### config.mk
export PLATFORM = sky130hd
export DESIGN_NAME = pin_change_detector
export DESIGN_NICKNAME = d
export VERILOG_FILES = /design/src/rtl/pin_change_pkg.sv /design/src/rtl/pin_change_detector.sv /design/src/rtl/pin_edge_capture.sv
export SDC_FILE = /design/constraint.sdc
export NUM_CORES = 1
export LEC_CHECK = 0
export ABC_AREA = 1
export BUFFER_PORTS_ARGS = -buffer_cell sky130_fd_sc_hd__buf_2
export CAP_MARGIN = 15
export CORE_ASPECT_RATIO = 0.75
export CORE_MARGIN = 2
export CORE_UTILIZATION = 40
export CTS_CLUSTER_SIZE = 10
export DETAILED_ROUTE_END_ITERATION = 10
export PLACE_DENSITY = 0.72
export SLEW_MARGIN = 20
export SYNTH_ARGS = -nofsm -noshare
export SYNTH_HDL_FRONTEND = slang
export SYNTH_HIERARCHICAL = 1
export SYNTH_SLANG_ARGS = --single-unit
### constraint.sdc
create_clock -name clk_i -period 2.14 [get_ports clk_i]
set_input_delay 0.321 -clock clk_i [delete_from_list [all_inputs] [get_ports clk_i]]
set_output_delay 0.321 -clock clk_i [all_outputs]
set_load 0.005 [all_outputs]
### src/rtl/pin_change_pkg.sv
package pin_change_pkg;
   // port geometry
   localparam int PORT_WIDTH = 8;
   localparam int PIN_COUNT = 16;
   // register byte addresses
   localparam logic [5:0] ADDR_CONTROL = 6'h00;
   localparam logic [5:0] ADDR_RISE_FIRST = 6'h04;
   localparam logic [5:0] ADDR_FALL_FIRST = 6'h08;
   localparam logic [5:0] ADDR_FLAGS_FIRST = 6'h0C;
   localparam logic [5:0] ADDR_RISE_SECOND = 6'h10;
   localparam logic [5:0] ADDR_FALL_SECOND = 6'h14;
   localparam logic [5:0] ADDR_FLAGS_SECOND = 6'h18;
   localparam logic [5:0] ADDR_IRQ_MASK = 6'h1C;
   localparam logic [5:0] ADDR_STATUS = 6'h20;
   // control register fields
   localparam int CTRL_ENABLE_BIT = 0;
   localparam int CTRL_SUMMARY_BIT = 1;
   localparam int CTRL_SLEEP_BIT = 2;
   // port reset value and bus response codes
   localparam logic [7:0] PORT_RESET = 8'h00;
   localparam logic [1:0] RESP_OKAY = 2'h0;
   localparam logic [1:0] RESP_SLVERR = 2'h2;
   // bus slave states
   typedef enum logic [2:0] {
      BUS_IDLE = 3'b001,
      BUS_WRITE_RESP = 3'b010,
      BUS_READ_RESP = 3'b100
   } bus_state_t;
endpackage

### src/rtl/pin_change_detector.sv
// Added by the designer: the AXI4-Lite interface to the registers and the placing of the registers.
`timescale 1ns/10ps
// Notes on behaviour
// - edges keep setting flags with master enable clear; no interrupt until set
// - each pin has a rising-edge detector gated by its rising enable bit
// - each pin has a falling-edge detector gated by its falling enable bit
// - both enable bits set means edges of either polarity are detected
// - every pin of both ports is enabled independently
// - enabled edge sets pin flag; interrupt raised when master enable set
// - read-only summary bit is high whenever any pin flag is set
// - writing zero to a flag bit clears it
// - edge arriving during a flag write leaves that flag set
// - in sleep, a pin-change interrupt wakes the device if enabled
// - edges seen in sleep are in the flags before wake completes
module pin_change_detector
   import pin_change_pkg::*;
(
   input wire logic clk_i,
   input wire logic rstn_i,
   input wire logic [pin_change_pkg::PORT_WIDTH-1:0] first_port_i,
   input wire logic [pin_change_pkg::PORT_WIDTH-1:0] second_port_i,
   input wire logic [5:0] s_axi_awaddr_i,
   input wire logic s_axi_awvalid_i,
   output logic s_axi_awready_o,
   input wire logic [31:0] s_axi_wdata_i,
   input wire logic [3:0] s_axi_wstrb_i,
   input wire logic s_axi_wvalid_i,
   output logic s_axi_wready_o,
   output logic [1:0] s_axi_bresp_o,
   output logic s_axi_bvalid_o,
   input wire logic s_axi_bready_i,
   input wire logic [5:0] s_axi_araddr_i,
   input wire logic s_axi_arvalid_i,
   output logic s_axi_arready_o,
   output logic [31:0] s_axi_rdata_o,
   output logic [1:0] s_axi_rresp_o,
   output logic s_axi_rvalid_o,
   input wire logic s_axi_rready_i,
   output logic irq_o,
   output logic wake_o
);
   import pin_change_pkg::*;

   logic pin_change_irq_enable;
   logic sleep_request;
   logic [PORT_WIDTH-1:0] rise_first;
   logic [PORT_WIDTH-1:0] fall_first;
   logic [PORT_WIDTH-1:0] rise_second;
   logic [PORT_WIDTH-1:0] fall_second;
   logic [PIN_COUNT-1:0] pin_flags;
   logic [PIN_COUNT-1:0] rising_edge_enable_reg;
   logic [PIN_COUNT-1:0] falling_edge_enable_reg;
   logic [PIN_COUNT-1:0] flag_clear;
   logic [PIN_COUNT-1:0] pin_vector;
   logic [1:0] irq_mask;
   logic [1:0] irq_status;
   logic pin_change_summary_flag;
   logic interrupt_event;
   bus_state_t bus_state;
   logic aw_held;
   logic w_held;
   logic [5:0] aw_addr;
   logic [31:0] w_data;
   logic [3:0] w_strb;
   logic do_write;
   logic [31:0] next_rdata;
   logic next_rerr;
   logic werr;

   assign pin_vector = {second_port_i, first_port_i};
   assign rising_edge_enable_reg = {rise_second, rise_first};
   assign falling_edge_enable_reg = {fall_second, fall_first};

   // one detector per pin, each with its own enables
   genvar g;
   generate
      for (g = 0; g < PIN_COUNT; g++) begin : g_pin
         pin_edge_capture u_pin (
            .clk_i(clk_i),
            .rstn_i(rstn_i),
            .pin_i(pin_vector[g]),
            .sleep_i(sleep_request),
            .rise_en_i(rising_edge_enable_reg[g]),
            .fall_en_i(falling_edge_enable_reg[g]),
            .clear_i(flag_clear[g]),
            .flag_o(pin_flags[g])
         );
      end
   endgenerate

   // summary and interrupt event
   assign pin_change_summary_flag = |pin_flags;
   assign interrupt_event = pin_change_summary_flag && pin_change_irq_enable;

   // write path: address and data taken in either order
   assign do_write = aw_held && w_held && (bus_state == BUS_IDLE);

   // flag clears: a written zero with its byte lane strobed
   always_comb begin
      flag_clear = '0;
      if (do_write && w_strb[0]) begin
         if (aw_addr == ADDR_FLAGS_FIRST) begin
            flag_clear[PORT_WIDTH-1:0] = ~w_data[PORT_WIDTH-1:0];
         end
         if (aw_addr == ADDR_FLAGS_SECOND) begin
            flag_clear[PIN_COUNT-1:PORT_WIDTH] = ~w_data[PORT_WIDTH-1:0];
         end
      end
   end

   // write address and data capture
   always_ff @(posedge clk_i) begin
      if (!rstn_i) begin
         aw_held <= 1'b0;
         w_held <= 1'b0;
         aw_addr <= '0;
         w_data <= '0;
         w_strb <= '0;
      end else begin
         if (s_axi_awvalid_i && s_axi_awready_o) begin
            aw_held <= 1'b1;
            aw_addr <= s_axi_awaddr_i;
         end else if (do_write) begin
            aw_held <= 1'b0;
         end
         if (s_axi_wvalid_i && s_axi_wready_o) begin
            w_held <= 1'b1;
            w_data <= s_axi_wdata_i;
            w_strb <= s_axi_wstrb_i;
         end else if (do_write) begin
            w_held <= 1'b0;
         end
      end
   end

   // ready flags: accept each channel once per transaction
   always_ff @(posedge clk_i) begin
      if (!rstn_i) begin
         s_axi_awready_o <= 1'b0;
         s_axi_wready_o <= 1'b0;
         s_axi_arready_o <= 1'b0;
      end else begin
         s_axi_awready_o <= !aw_held && !(s_axi_awvalid_i && s_axi_awready_o);
         s_axi_wready_o <= !w_held && !(s_axi_wvalid_i && s_axi_wready_o);
         s_axi_arready_o <= (bus_state == BUS_IDLE) && !do_write &&
                            !(s_axi_arvalid_i && s_axi_arready_o);
      end
   end

   // configuration registers, lane 0 only
   always_ff @(posedge clk_i) begin
      if (!rstn_i) begin
         pin_change_irq_enable <= 1'b0;
         sleep_request <= 1'b0;
         rise_first <= PORT_RESET;
         fall_first <= PORT_RESET;
         rise_second <= PORT_RESET;
         fall_second <= PORT_RESET;
         irq_mask <= '0;
      end else begin
         if (do_write && w_strb[0]) begin
            case (aw_addr)
               ADDR_CONTROL: begin
                  pin_change_irq_enable <= w_data[CTRL_ENABLE_BIT];
                  sleep_request <= w_data[CTRL_SLEEP_BIT];
               end
               ADDR_RISE_FIRST: rise_first <= w_data[PORT_WIDTH-1:0];
               ADDR_FALL_FIRST: fall_first <= w_data[PORT_WIDTH-1:0];
               ADDR_RISE_SECOND: rise_second <= w_data[PORT_WIDTH-1:0];
               ADDR_FALL_SECOND: fall_second <= w_data[PORT_WIDTH-1:0];
               ADDR_IRQ_MASK: irq_mask <= w_data[1:0];
               default: begin
               end
            endcase
         end
         if (sleep_request && interrupt_event) begin
            sleep_request <= 1'b0;
         end
      end
   end

   // write-one-to-clear status: bit0 pin change, bit1 wake; set wins
   always_ff @(posedge clk_i) begin
      if (!rstn_i) begin
         irq_status <= '0;
      end else begin
         for (int i = 0; i < 2; i++) begin
            if ((i == 0 && interrupt_event) ||
                (i == 1 && sleep_request && interrupt_event)) begin
               irq_status[i] <= 1'b1;
            end else if (do_write && w_strb[0] && aw_addr == ADDR_STATUS &&
                         w_data[i]) begin
               irq_status[i] <= 1'b0;
            end
         end
      end
   end

   // interrupt and wake outputs
   always_ff @(posedge clk_i) begin
      if (!rstn_i) begin
         irq_o <= 1'b0;
         wake_o <= 1'b0;
      end else begin
         irq_o <= |(irq_status & irq_mask) || interrupt_event;
         wake_o <= sleep_request && interrupt_event;
      end
   end

   // write error for unmapped addresses
   always_comb begin
      case (aw_addr)
         ADDR_CONTROL, ADDR_RISE_FIRST, ADDR_FALL_FIRST, ADDR_FLAGS_FIRST,
         ADDR_RISE_SECOND, ADDR_FALL_SECOND, ADDR_FLAGS_SECOND, ADDR_IRQ_MASK,
         ADDR_STATUS: werr = 1'b0;
         default: werr = 1'b1;
      endcase
   end

   // read mux
   always_comb begin
      next_rdata = '0;
      next_rerr = 1'b0;
      case (s_axi_araddr_i)
         ADDR_CONTROL: begin
            next_rdata[CTRL_ENABLE_BIT] = pin_change_irq_enable;
            next_rdata[CTRL_SUMMARY_BIT] = pin_change_summary_flag;
            next_rdata[CTRL_SLEEP_BIT] = sleep_request;
         end
         ADDR_RISE_FIRST: next_rdata[PORT_WIDTH-1:0] = rise_first;
         ADDR_FALL_FIRST: next_rdata[PORT_WIDTH-1:0] = fall_first;
         ADDR_FLAGS_FIRST: next_rdata[PORT_WIDTH-1:0] = pin_flags[PORT_WIDTH-1:0];
         ADDR_RISE_SECOND: next_rdata[PORT_WIDTH-1:0] = rise_second;
         ADDR_FALL_SECOND: next_rdata[PORT_WIDTH-1:0] = fall_second;
         ADDR_FLAGS_SECOND: next_rdata[PORT_WIDTH-1:0] = pin_flags[PIN_COUNT-1:PORT_WIDTH];
         ADDR_IRQ_MASK: next_rdata[1:0] = irq_mask;
         ADDR_STATUS: next_rdata[1:0] = irq_status;
         default: next_rerr = 1'b1;
      endcase
   end

   // response state machine
   always_ff @(posedge clk_i) begin
      if (!rstn_i) begin
         bus_state <= BUS_IDLE;
         s_axi_bvalid_o <= 1'b0;
         s_axi_bresp_o <= RESP_OKAY;
         s_axi_rvalid_o <= 1'b0;
         s_axi_rresp_o <= RESP_OKAY;
         s_axi_rdata_o <= '0;
      end else begin
         case (bus_state)
            BUS_IDLE: begin
               if (do_write) begin
                  s_axi_bvalid_o <= 1'b1;
                  s_axi_bresp_o <= werr ? RESP_SLVERR : RESP_OKAY;
                  bus_state <= BUS_WRITE_RESP;
               end else if (s_axi_arvalid_i && s_axi_arready_o) begin
                  s_axi_rvalid_o <= 1'b1;
                  s_axi_rdata_o <= next_rdata;
                  s_axi_rresp_o <= next_rerr ? RESP_SLVERR : RESP_OKAY;
                  bus_state <= BUS_READ_RESP;
               end
            end
            BUS_WRITE_RESP: begin
               if (s_axi_bready_i) begin
                  s_axi_bvalid_o <= 1'b0;
                  bus_state <= BUS_IDLE;
               end
            end
            BUS_READ_RESP: begin
               if (s_axi_rready_i) begin
                  s_axi_rvalid_o <= 1'b0;
                  bus_state <= BUS_IDLE;
               end
            end
            default: bus_state <= BUS_IDLE;
         endcase
      end
   end

   a_irq_needs_enable: assert property (@(posedge clk_i) disable iff (!rstn_i)
      (!pin_change_irq_enable && irq_status == 2'h0) |=> !irq_o)
      else $error("interrupt without master enable");
   a_summary_tracks: assert property (@(posedge clk_i) disable iff (!rstn_i)
      pin_change_summary_flag == (pin_flags != '0))
      else $error("summary mismatch");
   a_wake_on_irq: assert property (@(posedge clk_i) disable iff (!rstn_i)
      (sleep_request && interrupt_event) |=> (wake_o && !sleep_request))
      else $error("no wake on interrupt");
   a_reset_clears: assert property (@(posedge clk_i)
      !rstn_i |=> (pin_flags == '0 && rising_edge_enable_reg == '0 &&
                   falling_edge_enable_reg == '0))
      else $error("reset left state");
   a_clear_flag: assert property (@(posedge clk_i) disable iff (!rstn_i)
      (flag_clear[0] && !g_pin[0].u_pin.edge_hit && !g_pin[0].u_pin.sleep_hit) |=>
      !pin_flags[0])
      else $error("flag not cleared");
   a_write_answer: assert property (@(posedge clk_i) disable iff (!rstn_i)
      do_write |=> s_axi_bvalid_o) else $error("write not answered");
   a_read_answer: assert property (@(posedge clk_i) disable iff (!rstn_i)
      (s_axi_arvalid_i && s_axi_arready_o && !do_write) |=> s_axi_rvalid_o)
      else $error("read not answered");
   a_irq_on_flag: assert property (@(posedge clk_i) disable iff (!rstn_i)
      (pin_change_irq_enable && pin_change_summary_flag) |=> irq_o)
      else $error("missing interrupt");
endmodule

### src/rtl/pin_edge_capture.sv
`timescale 1ns/10ps
// one pin: synchroniser, edge detect, sleep capture and flag
module pin_edge_capture (
   input wire logic clk_i,
   input wire logic rstn_i,
   input wire logic pin_i,
   input wire logic sleep_i,
   input wire logic rise_en_i,
   input wire logic fall_en_i,
   input wire logic clear_i,
   output logic flag_o
);
   logic sync_first;
   logic sync_second;
   logic last_level;
   logic sleep_ref;
   logic sleep_seen;
   logic edge_hit;
   logic sleep_hit;

   // two stage synchroniser, first stage read only by the second
   always_ff @(posedge clk_i) begin
      if (!rstn_i) begin
         sync_first <= 1'b0;
         sync_second <= 1'b0;
         last_level <= 1'b0;
      end else begin
         sync_first <= pin_i;
         sync_second <= sync_first;
         last_level <= sync_second;
      end
   end

   // enabled edge of either polarity
   always_comb begin
      edge_hit = (rise_en_i && sync_second && !last_level) ||
                 (fall_en_i && !sync_second && last_level);
   end

   // sleep capture: level held at sleep entry, any enabled change is kept
   always_ff @(posedge clk_i) begin
      if (!rstn_i) begin
         sleep_ref <= 1'b0;
         sleep_seen <= 1'b0;
      end else if (!sleep_i) begin
         sleep_ref <= sync_second;
         sleep_seen <= 1'b0;
      end else if ((rise_en_i && sync_second && !sleep_ref) ||
                   (fall_en_i && !sync_second && sleep_ref)) begin
         sleep_seen <= 1'b1;
      end
   end
   assign sleep_hit = sleep_seen && !sleep_i;

   // flag: set wins over a clear in the same cycle
   always_ff @(posedge clk_i) begin
      if (!rstn_i) begin
         flag_o <= 1'b0;
      end else if (edge_hit || sleep_hit) begin
         flag_o <= 1'b1;
      end else if (clear_i) begin
         flag_o <= 1'b0;
      end
   end

   a_set_wins_clear: assert property (@(posedge clk_i) disable iff (!rstn_i)
      (edge_hit && clear_i) |=> flag_o) else $error("flag lost on clear");
endmodule

**After elaboration in Yosys (flattened, before gate mapping)**

Index checks and enable logic that the tools add are counted.

- Eq/ne operators: 25
- Muxes and demuxes: 59
- Bitwise logic cells: 4
- Reductions and logical operators: 272

Operators by type and width:

| operator | number |
|---|---|
| logical AND 1 bit | 127 |
| zero test 1 bit | 55 |
| logical OR 1 bit | 49 |
| == test 6 x 5 -> 1 bit, second input constant | 8 |
| 2-to-1 mux 1 bit | 44 |
| nonzero test 2 bit | 22 |
| case mux 5 bit (6 select lines) | 1 |
| == test 6 x 4 -> 1 bit, second input constant | 4 |
| case mux 2 bit (9 select lines) | 1 |
| OR reduction 9 bit | 2 |
| 2-to-1 mux 16 bit | 1 |
| 2-to-1 mux 8 bit | 2 |
| AND reduction 2 bit | 8 |
| OR reduction 16 bit | 1 |
| == test 6 x 3 -> 1 bit, second input constant | 2 |
| == test 6 bit, second input constant | 2 |
| zero test 6 bit | 2 |
| 2-to-1 mux 3 bit | 4 |
| case mux 3 bit (3 select lines) | 1 |
| AND reduction 3 bit | 3 |
| != test 2 bit, second input constant | 4 |
| NOT 8 bit | 1 |
| case mux 1 bit (7 select lines) | 1 |
| 2-to-1 mux 2 bit | 2 |
| other kinds (10) | 13 |

- Register bits: 173
- Input port bits: 71
- Output and inout port bits: 43
- Logic and storage cells: 481

**Depth between registers and ports, before layout**

- Depth in word-level cells: 7
- Depth in mapped cells: 13
- Gate-level depth less buffers: 12

**Cells and area by module**

The synthesis kept the hierarchy.

Modules (own cells, without submodules):

| module | instances | cells an instance | area each (µm²) | sequential area each (µm²) |
|---|---|---|---|---|
| pin_edge_capture | 16 | 34 | 235.2 | 120.1 |
| pin_change_detector | 1 | 511 | 3718.6 | 1501.4 |

**Worst setup path before layout**

OpenSTA, ideal clock, no wires.

- Path type: register to register
- Start point: reg sleep_request
- End point: reg s_axi_rdata_o[2]
- Library setup time: 70 ps
- Arrival time: 1358 ps
- Data required time: 2070 ps
- Slack: 711 ps
- Cell stages (with the launch flop): 7
- Buffers on the path: 0
- Period minus slack after synthesis: 1429 ps
- Cell sequence: dfxtp_1 > inv_1 > nor3_1 > nor2_1 > nand2_1 > nand2_1 > a21oi_1

- Word-level cells in the longest chain between the ends: 1

Ends and longest elaborated chain:

| element | RTL line | source |
|---|---|---|
| from (decl) | pin_change_detector.sv:45 | `logic sleep_request;` |
| from (signal assigned) | pin_change_detector.sv:165 | `sleep_request <= w_data[CTRL_SLEEP_BIT];` |
| case mux 1 bit (7 select lines) | pin_change_detector.sv:224 | `case (s_axi_araddr_i)` |
| to (signal assigned) | pin_change_detector.sv:260 | `s_axi_rdata_o <= next_rdata;` |
| to (decl) | pin_change_detector.sv:35 | `output logic [31:0] s_axi_rdata_o,` |

Every way passes these cells.
A chain may end at the register's enable or synchronous reset.

**Worst setup path in the final report**

- Start point: reg bus_state[2]
- End point: reg fall_first[4]

- Word-level cells in the longest chain between the ends: 4

Ends and longest elaborated chain:

| element | RTL line | source |
|---|---|---|
| from (decl) | pin_change_detector.sv:59 | `bus_state_t bus_state;` |
| from (signal assigned) | pin_change_detector.sv:245 | `bus_state <= BUS_IDLE;` |
| from (signal assigned) | pin_change_detector.sv:257 | `bus_state <= BUS_WRITE_RESP;` |
| from (signal assigned) | pin_change_detector.sv:262 | `bus_state <= BUS_READ_RESP;` |
| == test 3 x 1 -> 1 bit | pin_change_detector.sv:96 | `assign do_write = aw_held && w_held && (bus_state == BUS_IDLE);` |
| logical AND 1 bit | pin_change_detector.sv:96 |  |
| logical AND 1 bit | pin_change_detector.sv:161 | `if (do_write && w_strb[0]) begin` |
| AND reduction 2 bit (no source line) | n/a |  |
| to (signal assigned) | pin_change_detector.sv:168 | `ADDR_FALL_FIRST: fall_first <= w_data[PORT_WIDTH-1:0];` |
| to (decl) | pin_change_detector.sv:47 | `logic [PORT_WIDTH-1:0] fall_first;` |

Every way passes these cells.

==> run metrics <==
WL final=17,500 µm; First-pass DRT Iterations=5; CP max-delay cell=and2_4; Synth top area share=45.8%; Area contributors post-synth=dfxtp_1 (46%), nand2_1 (13%), inv_1 (9.9%), nor2_1 (6.1%), nand3_1 (4.8%); TNS Setup=0 ps; initial antenna violation count=1; Chip Width=162 µm; Total GRT Usage=18.6%; Comb pwr share=6.0%; Placer Congestion=0.891; # diodes=0; drt drc=0; status=finished clean; vias in the first global route=5,992; P&R area growth vs syn=14.7%; kind of critical path=flop to flop; Seq pwr share=48.7%; Die Y=122 µm; max incr delay on CP=370 ps; # H-tree levels=4; max-cap violation count=0; count of cell types in the netlist=33; warning count from the yosys run=6; clock share of power=45.3%; RR Startpoint=bus_state[2]; CTS root buf=clkbuf_16; CP Cell Sequence=inv_1, nand3_4, nor2_4, nand2_4, inv_2, and2_4, nor2_1, a211oi_1; PostCTS Resize Cnt=0; utilization after layout=46.6%; cts hold-fix bufs=0; crit-path max FO=16; Setup Viol. Count Final=0; CP Launch Point=bus_state[2]; Critical Path AT=2120 ps; CTS Buf Count=17; Worst-Margin Slew=656 ps; switch share=24.7%; FF+latch count, synth=171; Max Slew Vio Count=0; share of layout cells above drive strength 1=11.9%; area leader, netlist=dfxtp_1; min-delay worst type=primary input to flop; CP Data Required Time=2480 ps; non-filler cells, final=1,389; clock sink count=171; crit path time final=1780 ps; Initial Util=40.7%; Max-slew headroom=56.0%; Core Region=18,400 µm²; min-delay src=second_port_i[5]; CP Capture Type=flop; dpl hpwl=12,200 µm; FP Rows=43; total gr overflow=0; Vias=6,580; WL/cell=12.6 µm; first-pass GRT wire length=29,300 µm; CTS tree=built; DRT antenna net count=0; NumNets Final=1,200; clk_lat worst skew=440 ps; Final Hold Vio Count=0; Post-Place Cells=1,357; Seq/Total Area, Yosys=45.8%; CP delay by family, top=simple AND/OR/NAND/NOR gates; Worst VDD drop=378 µV; Clock Pin Slew Worst Setup and Hold Paths=70 ps; worst-case clock skew=13.3 ps; P per Cell Area=798 nW/µm²; cell count after synthesis=1,055; setup repair after global routing missed its margin=no; mapped cell area=7480 µm²; IO Count=114; net switching power=1690 µW; Post-CTS Setup Inserts=0; die area=19,800 µm²; I/O Buffers=60; mean number of vias per cell=4.74; Power Internal=5160 µW; leakage=0.00442 µW; Fmax=0.562 GHz; buffer depth of the longest clock path=2; DR iter-0 viols=620; Startpoint Class=flop; Mean Syn Cell Area=7.09 µm²; buffer and inverter count on the worst path=2; final cycle utilization of the critical path=83.2%; pin count of the biggest net entering global routing=37
[tightest hold or removal path, cell delays in order]
cell     delay, ps
buf_2           70
nand2_1         40
inv_1           40
[cells in the mapped netlist]
cell / n
nand2_1: 251
inv_1: 197
dfxtp_1: 171
nor2_1: 122
nand3_1: 72
a21oi_1: 52
o21ai_0: 43
a211oi_1: 28
buf_4: 27
o21bai_1: 16
clkbuf_1: 10
nor3_1: 10
nand4_1: 8
nor2_2: 8
inv_2: 7
a211oi_2: 6
nor2_4: 5
buf_6: 4
a31oi_1: 3
nor3_4: 2
a22oi_1: 1
and2_4: 1
buf_1: 1
buf_12: 1
clkinv_1: 1
conb_1: 1
nand2_4: 1
nand3_4: 1
nor3b_1: 1
o211ai_1: 1
o21ai_1: 1
o22ai_1: 1
or2_2: 1
[power groups by stage]
stage / logic (µW) / registers (µW) / clock network, µW
after global routing: 472 / 3350 / 3280
after detailed placement: 408 / 3410 / 0
after floorplan: 271 / 3400 / 0
after CTS: 410 / 3340 / 3150
final: 411 / 3340 / 3100
after global placement: 401 / 3410 / 0
[kinds of logic (layout without fill, tap and decap cells)]
| logic type | Yosys count | count (layout) | share of synthesized area, % |
|---|---|---|---|
| simple gates | 483 | 483 | 27.4 |
| buf+inv | 248 | 310 | 14.4 |
| flops | 171 | 171 | 45.8 |
| compound gates | 152 | 152 | 12.4 |
| other cells | 1 | 26 | 0.0501 |
[final timing paths]
kind / endpoint / slack (ps) / cells after the start
min reg2reg: g_pin[3].u_pin/sync_second / 410 / 2
max reg2reg: fall_first[4] / 360 / 8
max: fall_first[4] / 360 / 8
min: g_pin[13].u_pin/sync_first / 60 / 3
[cell usage in the layout, fill, tap and decap left out, drive strengths merged]
| master | Yosys | routed |
|---|---|---|
| conb | 1 | 26 |
| nor2 | 135 | 135 |
| o22ai | 1 | 1 |
| buf | 33 | 73 |
| a31oi | 3 | 3 |
| inv | 204 | 209 |
| bufinv | 0 | 2 |
| or2 | 1 | 1 |
| o211ai | 1 | 1 |
| and2 | 1 | 1 |
| clkinvlp | 0 | 3 |
| nor3 | 12 | 12 |
| dfxtp | 171 | 171 |
| nand3 | 73 | 73 |
| nand4 | 8 | 8 |
| o21bai | 16 | 16 |
| o21ai | 44 | 44 |
| nor3b | 1 | 1 |
| a21oi | 52 | 52 |
| a211oi | 34 | 34 |
| clkbuf | 10 | 18 |
| nand2 | 252 | 252 |
| clkinv | 1 | 5 |
| a22oi | 1 | 1 |
[layer usage]
| metal | track usage [%] | share of wire [%] | up-vias |
|---|---|---|---|
| met4 | 6.31 | 1.2 | 2 |
| met2 | 29.1 | 44 | 198 |
| met1 | 25.5 | 48 | 2974 |
| li1 | - | - | 3379 |
| met5 | 0 | 0.074 | - |
| met3 | 4.06 | 6.7 | 27 |
[cell type report]
type                       instances  area (µm²)
fill                            1828        9820
clock buffer                      18         429
inverter                         205         769
sequential                       171        3420
tap                              247         309
clock inverter                    14         163
timing repair buffer              73         413
multi-input combinational        661        3070
[flip-flops by register name (all words and copies together), names as in the netlist, 2 cells and up]
| register | cells |
|---|---|
| g_pin.u_pin/flag_o | 16 |
| g_pin.u_pin/last_level | 16 |
| g_pin.u_pin/sleep_ref | 16 |
| g_pin.u_pin/sleep_seen | 16 |
| g_pin.u_pin/sync_first | 16 |
| g_pin.u_pin/sync_second | 16 |
| fall_first | 8 |
| fall_second | 8 |
| rise_first | 8 |
| rise_second | 8 |
| s_axi_rdata_o | 8 |
| w_data | 8 |
| aw_addr | 6 |
| bus_state | 3 |
| irq_mask | 2 |
| irq_status | 2 |
[stage by stage]
stage | cell area, µm² | hold WS (ps) | total power [µW] | setup WS (ps)
2_1_floorplan | 7580 | 390 | 3670 | 711
3_3_place_gp | 7990 | 397 | 3810 | 431
3_5_place_dp | 7990 | 398 | 3820 | 421
4_1_cts | 8580 | 57.3 | 6900 | 430
5_1_grt | 8580 | 60.5 | 7100 | 186
6_report | 8580 | 64.4 | 6850 | 360
(Power assumes the default switching activity.)
